===== config.mk =====
export PLATFORM = sky130hd
export DESIGN_NAME = bbfc_host
export DESIGN_NICKNAME = d
export VERILOG_FILES = /design/src/hw/bbfc_pkg.sv /design/src/hw/bbfc_host.sv
export SDC_FILE = /design/constraint.sdc
export NUM_CORES = 1
export LEC_CHECK = 0
export BUFFER_PORTS_ARGS = -buffer_cell sky130_fd_sc_hd__buf_2
export CAP_MARGIN = 10
export CORE_MARGIN = 3
export CORE_UTILIZATION = 51
export DETAILED_ROUTE_END_ITERATION = 7
export PLACE_DENSITY = 0.78
export SLEW_MARGIN = 10
export SYNTH_ARGS = -nofsm -noshare
export SYNTH_HDL_FRONTEND = slang
export SYNTH_SLANG_ARGS = --single-unit

===== constraint.sdc =====
create_clock -name CLK -period 5 [get_ports CLK]
set_input_delay 0.5 -clock CLK [delete_from_list [all_inputs] [get_ports CLK]]
set_output_delay 0.5 -clock CLK [all_outputs]
set_load 0.02 [all_outputs]

===== src/hw/bbfc_pkg.sv =====
// Package: constants and types for the boot-block flash host controller
package bbfc_pkg;
	// Wishbone register offsets (byte addresses)
	localparam logic [3:0] REG_CTRL   = 4'h0;
	localparam logic [3:0] REG_ADDR   = 4'h4;
	localparam logic [3:0] REG_WDATA  = 4'h8;
	localparam logic [3:0] REG_STATUS = 4'hC;
	// Control register fields
	localparam int CTRL_GO_BIT    = 0;
	localparam int CTRL_OP_LSB    = 1;
	localparam int CTRL_WORD_BIT  = 4;
	localparam int CTRL_HV_BIT    = 5;
	localparam int CTRL_WPROT_BIT = 6;
	localparam int CTRL_ID_BIT    = 7;
	localparam int CTRL_RST_BIT   = 8;
	// Status register fields
	localparam int STAT_BUSY_BIT  = 0;
	localparam int STAT_DONE_BIT  = 1;
	// Command codes sent on the low data lines
	localparam logic [7:0] CMD_ERASE_SETUP = 8'h20;
	localparam logic [7:0] CMD_ERASE_CONF  = 8'hD0;
	localparam logic [7:0] CMD_PROG_SETUP  = 8'h40;
	localparam logic [7:0] CMD_READ_ARRAY  = 8'hFF;
	localparam logic [7:0] CMD_IDENTIFY    = 8'h90;
	// Operations requested by software
	localparam logic [2:0] OP_READ     = 3'h0;
	localparam logic [2:0] OP_PROGRAM  = 3'h1;
	localparam logic [2:0] OP_ERASE    = 3'h2;
	localparam logic [2:0] OP_RDARRAY  = 3'h3;
	localparam logic [2:0] OP_IDCMD    = 3'h4;
	localparam logic [2:0] OP_IDHV     = 3'h5;
	// Bus timing: strobe width and setup, in ns and cycles at 10 MHz
	localparam int CLK_NS       = 100;
	localparam int STROBE_NS    = 150;
	localparam logic [3:0] STROBE_CYC = 4'((STROBE_NS + CLK_NS - 1) / CLK_NS);
	localparam logic [3:0] IDLE_CYC   = 4'h1;
	// Flash pin bundle driven by the controller
	typedef struct packed {
		logic        ce_n;
		logic        oe_n;
		logic        we_n;
		logic        word_mode;
		logic [17:0] addr;
		logic        id_hv;
		logic        unlock_hv;
		logic        reset_powerdown_n;
		logic        write_protect;
		logic        prog_supply_high;
	} bbfc_pins_t;
	typedef enum logic [2:0] {ST_IDLE, ST_SETUP, ST_CYC2, ST_GAP, ST_DONE} bbfc_state_t;
endpackage : bbfc_pkg


===== src/hw/bbfc_host.sv =====
// Host-side controller that drives the boot-block flash parallel bus
`timescale 1ns/1ns
`default_nettype none
////////////////////////////////////////////////////////////////////////////////
// Summary of operation
// - Byte mode drives the top pin as lowest address bit.
// - Commands travel on the low eight data lines only.
// - Program supply held high from confirm or data cycle to completion.
// - Erase is setup 20H then confirm D0H, back to back.
// - Program is setup 40H then address and data cycle.
// - Read-array FFH is issued before array reads after program or erase; software sends it, the controller only flags the need in status.
// - Boot block needs reset pin at unlock level or write-protect high.
// - High-voltage identify: address nine high-voltage, other upper bits low.
// - Write-enable low cycle is a write.
module bbfc_host
	import bbfc_pkg::*;
(
	input  wire logic        CLK,
	input  wire logic        RST,
	input  wire logic [3:0]  WB_ADR_I,
	input  wire logic [31:0] WB_DAT_I,
	output logic      [31:0] WB_DAT_O,
	input  wire logic        WB_WE_I,
	input  wire logic [3:0]  WB_SEL_I,
	input  wire logic        WB_CYC_I,
	input  wire logic        WB_STB_I,
	output logic             WB_ACK_O,
	input  wire logic        FL_BUSY,
	output var bbfc_pins_t   FL_PINS,
	input  wire logic [15:0] FL_DQ_I,
	output logic      [15:0] FL_DQ_O,
	output logic      [15:0] FL_DQ_OE
);
////////////////////////////////////////////////////////////////////////////////
	logic [8:0]  ctrl_q;
	logic [18:0] addr_q;
	logic [15:0] wdata_q;
	logic [15:0] rdata_q;
	logic        done_q;
	logic        ack_q;
	bbfc_state_t st_q;
	logic [3:0]  cnt_q;
	logic        write_cyc_q;
	logic        hold_vpp_q;
	logic        need_rdarray_q;
	logic [7:0]  cmd1_q;
	logic [15:0] data2_q;
	logic        two_q;
	logic        wb_req;
	logic        go;
	logic [2:0]  op;
	logic        word;

	// Byte lane merge shared by all writable registers
	function automatic logic [31:0] merge(input logic [31:0] old, input logic [31:0] nw,
		input logic [3:0] sel);
		logic [31:0] r;
		r = old;
		for (int i = 0; i < 4; i++) begin
			if (sel[i]) begin
				r[i*8 +: 8] = nw[i*8 +: 8];
			end
		end
		return r;
	endfunction : merge

	assign wb_req = WB_CYC_I & WB_STB_I & ~ack_q;
	assign go     = wb_req & WB_WE_I & (WB_ADR_I == REG_CTRL) & WB_SEL_I[0]
	                & WB_DAT_I[CTRL_GO_BIT] & (st_q == ST_IDLE);
	assign op     = ctrl_q[CTRL_OP_LSB +: 3];
	assign word   = ctrl_q[CTRL_WORD_BIT];
	assign WB_ACK_O = ack_q;

	// Single-cycle ack; unmapped offsets answer zero and ignore writes
	always_ff @(posedge CLK or posedge RST) begin
		if (RST) begin
			ack_q    <= 1'b0;
			WB_DAT_O <= 32'h00000000;
		end else begin
			ack_q <= wb_req;
			case (WB_ADR_I)
				REG_CTRL:   WB_DAT_O <= {23'h000000, ctrl_q};
				REG_ADDR:   WB_DAT_O <= {13'h0000, addr_q};
				REG_WDATA:  WB_DAT_O <= {rdata_q, wdata_q};
				REG_STATUS: WB_DAT_O <= {29'h00000000, need_rdarray_q, done_q, st_q != ST_IDLE};
				default:    WB_DAT_O <= 32'h00000000;
			endcase
		end
	end

	// Software registers; go bit self-clears and is never stored
	always_ff @(posedge CLK or posedge RST) begin
		if (RST) begin
			ctrl_q  <= 9'h100;
			addr_q  <= 19'h00000;
			wdata_q <= 16'h0000;
		end else if (wb_req & WB_WE_I) begin
			case (WB_ADR_I)
				REG_CTRL:  ctrl_q  <= 9'(merge({23'h000000, ctrl_q},
				                               WB_DAT_I, WB_SEL_I) & 32'h000001FE);
				REG_ADDR:  addr_q  <= 19'(merge({13'h0000, addr_q}, WB_DAT_I, WB_SEL_I));
				REG_WDATA: wdata_q <= 16'(merge({16'h0000, wdata_q}, WB_DAT_I, WB_SEL_I));
				default: ;
			endcase
		end
	end

	// Bus cycle sequencer: one or two strobed cycles per operation
	always_ff @(posedge CLK or posedge RST) begin
		if (RST) begin
			st_q        <= ST_IDLE;
			cnt_q       <= 4'h0;
			write_cyc_q <= 1'b0;
			two_q       <= 1'b0;
			cmd1_q      <= 8'h00;
			data2_q     <= 16'h0000;
			done_q      <= 1'b0;
			rdata_q     <= 16'h0000;
		end else begin
			case (st_q)
				ST_IDLE: begin
					if (go) begin
						done_q <= 1'b0;
						cnt_q  <= STROBE_CYC;
						st_q   <= ST_SETUP;
						case (WB_DAT_I[CTRL_OP_LSB +: 3])
							OP_PROGRAM: begin
								write_cyc_q <= 1'b1;
								two_q       <= 1'b1;
								cmd1_q      <= CMD_PROG_SETUP;
								data2_q     <= wdata_q;
							end
							OP_ERASE: begin
								write_cyc_q <= 1'b1;
								two_q       <= 1'b1;
								cmd1_q      <= CMD_ERASE_SETUP;
								data2_q     <= {8'h00, CMD_ERASE_CONF};
							end
							OP_RDARRAY: begin
								write_cyc_q <= 1'b1;
								two_q       <= 1'b0;
								cmd1_q      <= CMD_READ_ARRAY;
							end
							OP_IDCMD: begin
								write_cyc_q <= 1'b1;
								two_q       <= 1'b0;
								cmd1_q      <= CMD_IDENTIFY;
							end
							default: begin
								write_cyc_q <= 1'b0;
								two_q       <= 1'b0;
							end
						endcase
					end
				end
				ST_SETUP, ST_CYC2: begin
					if (cnt_q > 4'h1) begin
						cnt_q <= cnt_q - 4'h1;
					end else begin
						// Read data sampled at the end of the output enable window
						if (!write_cyc_q) begin
							rdata_q <= word ? FL_DQ_I : {8'h00, FL_DQ_I[7:0]};
						end
						cnt_q <= IDLE_CYC;
						st_q  <= (st_q == ST_SETUP && two_q) ? ST_GAP : ST_DONE;
					end
				end
				ST_GAP: begin
					// Strobes high for one cycle so the device latches the setup
					cnt_q <= STROBE_CYC;
					st_q  <= ST_CYC2;
				end
				ST_DONE: begin
					// Completion waits for the device to leave its busy state
					if (!FL_BUSY) begin
						done_q <= 1'b1;
						st_q   <= ST_IDLE;
					end
				end
				default: st_q <= ST_IDLE;
			endcase
		end
	end

	// Program supply raised as the second cycle starts, held until completion
	always_ff @(posedge CLK or posedge RST) begin
		if (RST) begin
			hold_vpp_q <= 1'b0;
		end else if (st_q == ST_GAP) begin
			hold_vpp_q <= 1'b1;
		end else if (st_q == ST_DONE && !FL_BUSY) begin
			hold_vpp_q <= 1'b0;
		end
	end

	// Tracks that array reads are stale until read-array is sent
	always_ff @(posedge CLK or posedge RST) begin
		if (RST) begin
			need_rdarray_q <= 1'b0;
		end else if (st_q == ST_DONE && !FL_BUSY && two_q) begin
			need_rdarray_q <= 1'b1;
		end else if (st_q == ST_DONE && cmd1_q == CMD_READ_ARRAY && write_cyc_q) begin
			need_rdarray_q <= 1'b0;
		end
	end

	// Pin drive; strobe low only in active cycles, rising edge latches
	always_comb begin
		logic active;
		active                    = (st_q == ST_SETUP) || (st_q == ST_CYC2);
		FL_PINS.ce_n              = ~active;
		FL_PINS.we_n              = ~(active & write_cyc_q);
		FL_PINS.oe_n              = ~(active & ~write_cyc_q);
		FL_PINS.word_mode         = word;
		FL_PINS.addr              = addr_q[18:1];
		FL_PINS.id_hv             = (op == OP_IDHV);
		if (op == OP_IDHV) begin
			FL_PINS.addr = {17'h00000, addr_q[1]};
		end
		FL_PINS.unlock_hv         = ctrl_q[CTRL_HV_BIT];
		FL_PINS.write_protect     = ctrl_q[CTRL_WPROT_BIT];
		FL_PINS.reset_powerdown_n = ~ctrl_q[CTRL_RST_BIT];
		FL_PINS.prog_supply_high  = hold_vpp_q | (st_q == ST_CYC2);
		// Data values outlive the strobe by a cycle so the rising edge latches them
		FL_DQ_O                   = (st_q == ST_CYC2 || (st_q == ST_DONE && two_q))
		                            ? data2_q : {8'h00, cmd1_q};
		if (!word) begin
			FL_DQ_O[15] = addr_q[0];
		end
		FL_DQ_OE                  = 16'h0000;
		if (active & write_cyc_q) begin
			// Upper lines only in word mode data cycles
			FL_DQ_OE = (word && st_q == ST_CYC2 && cmd1_q == CMD_PROG_SETUP)
			           ? 16'hFFFF : 16'h00FF;
		end
		if (active & ~word) begin
			FL_DQ_OE[15] = 1'b1;
		end
	end

////////////////////////////////////////////////////////////////////////////////
	property p_no_we_oe;
		@(posedge CLK) disable iff (RST) !(!FL_PINS.we_n && !FL_PINS.oe_n);
	endproperty
	a_no_we_oe: assert property (p_no_we_oe) else $error("we and oe low together");

	property p_vpp_conf;
		@(posedge CLK) disable iff (RST) (st_q == ST_CYC2 || (st_q == ST_DONE && two_q))
			|-> FL_PINS.prog_supply_high;
	endproperty
	a_vpp_conf: assert property (p_vpp_conf) else $error("supply low in data cycle");

	property p_erase_pair;
		@(posedge CLK) disable iff (RST)
			(st_q == ST_GAP && cmd1_q == CMD_ERASE_SETUP) |=> (FL_DQ_O[7:0] == CMD_ERASE_CONF);
	endproperty
	a_erase_pair: assert property (p_erase_pair) else $error("confirm missing");

	property p_cmd_low;
		@(posedge CLK) disable iff (RST)
			(st_q == ST_SETUP && write_cyc_q) |-> (FL_DQ_OE[14:8] == 7'h00);
	endproperty
	a_cmd_low: assert property (p_cmd_low) else $error("command on upper lines");

	property p_byte_upper;
		@(posedge CLK) disable iff (RST) !word |-> (FL_DQ_OE[14:8] == 7'h00);
	endproperty
	a_byte_upper: assert property (p_byte_upper) else $error("upper lines in byte mode");

	property p_byte_a1;
		@(posedge CLK) disable iff (RST)
			(!word && !FL_PINS.ce_n) |-> (FL_DQ_OE[15] && FL_DQ_O[15] == addr_q[0]);
	endproperty
	a_byte_a1: assert property (p_byte_a1) else $error("low address bit not driven");

	property p_strobe_rise;
		@(posedge CLK) disable iff (RST) (st_q == ST_SETUP && two_q) |->
			##[1:8] (FL_PINS.we_n && FL_PINS.ce_n) ##1 !FL_PINS.we_n;
	endproperty
	a_strobe_rise: assert property (p_strobe_rise) else $error("no gap between cycles");

	property p_idhv;
		@(posedge CLK) disable iff (RST) FL_PINS.id_hv |-> (FL_PINS.addr[17:1] == 17'h00000);
	endproperty
	a_idhv: assert property (p_idhv) else $error("upper address not low");
endmodule : bbfc_host
`default_nettype wire


==> key figures <==
Yosys
  • Gate Count Post-Synth: around 490
  • Async SR Flop Fraction: 100%
  • EDFF count, synth: 0
  • Syn. warnings: 0
  • Seq/Total Area, Yosys: around 55%
  • Syn_nets: around 560
  • Netlist cell types: 52
  • Top FF cell, synth: dfrtp_1
  • Post-synthesis cell area: 5620 µm²
  • #FFs+latches synth: about 120
  • Post-Syn Area per Cell: 11.4 µm²

STA
  • Min setup slack post-route: 1.83 ns
  • Tcrit/Tclk final: between 60% and 70%
  • Worst rel slew slack: 25.1%
  • Post-layout min period: 3.17 ns
  • Final setup fails: 0
  • Max Fclk: about 0.32 GHz
  • Worst slew pin tran: between 1 and 1.5 ns
  • Final hold viol count: 0
  • RSZ-0062 raised after global routing: false
  • Final slew viol count: 0
  • Setup TNS: 0 ns
  • WHS: a little over 0.2 ns
  • Clock skew: just over 0.009 ns

Power and ir drop
  • Clk pwr share: between 30% and 40%
  • Power share of the combinational group: roughly a fifth
  • Switching power: about 0.90 mW
  • Pint: 2.10 mW
  • Power Dens Cells: about 440 nW/µm²
  • Power, Total: 3.00 mW
  • Leak: ~3.5 nW
  • VDD IR max: around 0.26 mV
  • Reg power frac: about two fifths
  • Switching share of power: between 20% and 30%

Worst setup path
  • Slowest cell on crit path: nor3b_1
  • R2r endpoint: data2_q[6]
  • CP arrival: 2.67 ns
  • Crit Reg-Reg Startpoint: st_q[2]
  • Crit Path Class: reg2out
  • Startpoint types: flop
  • Worst EP required: approximately 4.5 ns
  • Worst-path fanout max: 13
  • Register-to-Register Path Depth: 4
  • CP max stage delay: around 0.74 ns
  • Worst setup path end: FL_DQ_OE[15]
  • Most frequent CP cell: nor3b_1
  • Worst R2R Setup Slack: 2.22 ns
  • Critical Path Sink Type: primary output
  • Worst path cell trace: nor3b_1 -> nand4_1 -> nor3b_1 -> o21bai_1 -> buf_2
  • CP startpoint: st_q[1]

Route
  • Total Wirelength: between 10 and 15 mm
  • Drt first pass iters: 4
  • Vias: about 4200
  • DRT antenna net count: 0
  • Via/cell ratio: approximately 5.5
  • Wire per inst: between 15 and 20 µm
  • DR DRC count: 0
  • Initial DRC count: roughly 280

Floorplan
  • Die H: around 110 µm
  • Chip Width: 111 µm
  • Die Area: ~12000 µm²
  • Top Ports: approximately 150
  • Row count: 37
  • Core Area: 10500 µm²
  • Initial Util: about 53%

Final layout
  • Most frequent cells in the layout: 139 x buf_2, 123 x dfrtp_1, 56 x mux2_2
  • Area delta synth->final: 22.0%
  • Total area of sequential cells: 3100 µm²
  • NumNets Final: 675
  • Number of inserted diodes: 0
  • Cell area after layout: just under 7000 µm²
  • Commonest non-fill, non-tap cell in the layout: buf_2
  • Final design utilization: approximately two thirds
  • Non-Filler Instances: 760
  • Fill count: ~800
  • Multi-input gate area: about 2200 µm²
  • Ratio of cells with drive above 1 in the final layout: between 30 and 40%

Clock network
  • CTS sink count: between 100 and 150
  • CTS buffer count: 17
  • Post-CTS Setup Bufs: 0
  • Cells resized by post-CTS repair: 0
  • Hold_buf cts: 0
  • Clock root buffer: clkbuf_8
  • CTS Buffer Depth: 2
  • Clock transition at the registers of the reported paths: around 0.06 ns
  • CTS tree: yes
  • Htree depth: 4
  • Clock network latency to the later pin of the worst-skew pair: 0.52 ns

Global routing
  • Pin count of the biggest net entering global routing: 83
  • Vias in the first global route: 4371
  • Grt ovf: 0
  • First-pass GRT wire length: ~22 mm
  • All-layer global routing usage: approximately 22%
  • Initial antenna violation count: 0

Job
  • # Max-Cap Violations: 0

Status
  • Status: complete, no violations

Placed design
  • Placed Area: around 6300 µm²
  • I/O Buffers: about 140
  • Hpwl dp: 9.13 mm
  • Placed insts: about 730
  • Pre-CTS WS: 2.04 ns
  • Routability cong.: 0.817

Hold path
  • Hold Path Class: in2reg
  • Hold Startpoint: WB_STB_I
-- cell usage after synthesis (2+ instances only) --
library cell	count	area (µm²)
a22o_1	14	123
o21ai_0	39	195
mux2_2	56	631
nand4_1	3	18.8
mux2i_1	8	80.1
and2_1	41	257
or2_2	4	25.0
nand3_1	2	10.0
buf_2	4	20.0
xnor2_1	4	35.0
nor4_1	2	12.5
inv_1	9	33.8
a21oi_1	13	65.1
mux2_4	3	45.0
a211oi_1	2	15.0
or3_1	2	12.5
mux4_2	2	45.0
nand2_1	36	135
nor3b_1	3	22.5
nand2b_1	5	31.3
dfrtp_1	123	3080
nand3b_1	3	22.5
buf_1	2	7.51
buf_4	18	135
o31ai_1	3	22.5
nor2_1	22	82.6
nor2b_1	6	37.5
o21ai_1	9	45.0
xor2_1	2	17.5
o211ai_1	2	15.0
ha_1	2	25.0
a21o_1	6	45.0
clkbuf_1	20	75.1
nor3_1	5	25.0
-- how the worst min path moves through the flow --
stage,endpoint,slack (ns),cells after the start
2_1_floorplan,WB_DAT_O[24],0.45,1
3_3_place_gp,WB_ACK_O,0.43,1
3_5_place_dp,WB_ACK_O,0.45,1
4_1_cts,WB_ACK_O,0.19,3
5_1_grt,rdata_q[3],0.19,2
6_report,WB_ACK_O,0.20,3
-- power by group through the flow --
| stage | registers (mW) | clock network, mW | logic (mW) |
|---|---|---|---|
| floorplan | 1.21 | 0 | 0.455 |
| global placement | 1.23 | 0 | 0.563 |
| detailed placement | 1.24 | 0 | 0.587 |
| CTS | 1.22 | 1.19 | 0.593 |
| global route | 1.25 | 1.25 | 0.652 |
| finish | 1.23 | 1.18 | 0.591 |
-- final cells by class --
cell class,count,area share [%]
clock buffer,19,6.30
clock inverter,13,2.08
inverter,9,0.529
multi-input combinational,315,32.6
sequential,124,45.3
tap,136,2.48
timing repair buffer,144,10.7
-- per-layer routing --
| layer | global-route usage [%] | wire length [µm] | up-vias |
|---|---|---|---|
| met5 | 0 | 0 | - |
| met4 | 5.91 | 61 | 0 |
| met3 | 6.82 | 1120 | 8 |
| met2 | 35.3 | 6430 | 157 |
| met1 | 29.9 | 5670 | 2067 |
| li1 | - | - | 1929 |
-- worst max-delay path, delay by kind of cell (launching register included) --
kind	cells	cell delay, ns
buffers and inverters	1	0.18
AOI/OAI and AO/OA	1	0.21
and+or+nand+nor	3	1.20
DFF	1	0.57
-- cell families after synthesis --
group | synth area share [%]
buffers and inverters | 5.03
and+or+nand+nor | 13.8
DFF | 55.2
AOI/OAI and AO/OA | 10.3
adders and majority gates | 0.445
muxes | 14.3
xor gates and xnor gates | 0.935
-- flip-flops by register name, indices dropped and copies added, names as in the netlist --
name            count
WB_ACK_O            1
WB_DAT_O           32
addr_q             19
cmd1_q              4
cnt_q               4
ctrl_q              8
data2_q            16
done_q              1
hold_vpp_q          1
need_rdarray_q      1
rdata_q            16
st_q                3
two_q               1
wdata_q            16
write_cyc_q         1
No activity file was read; power rests on OpenSTA's default activity.
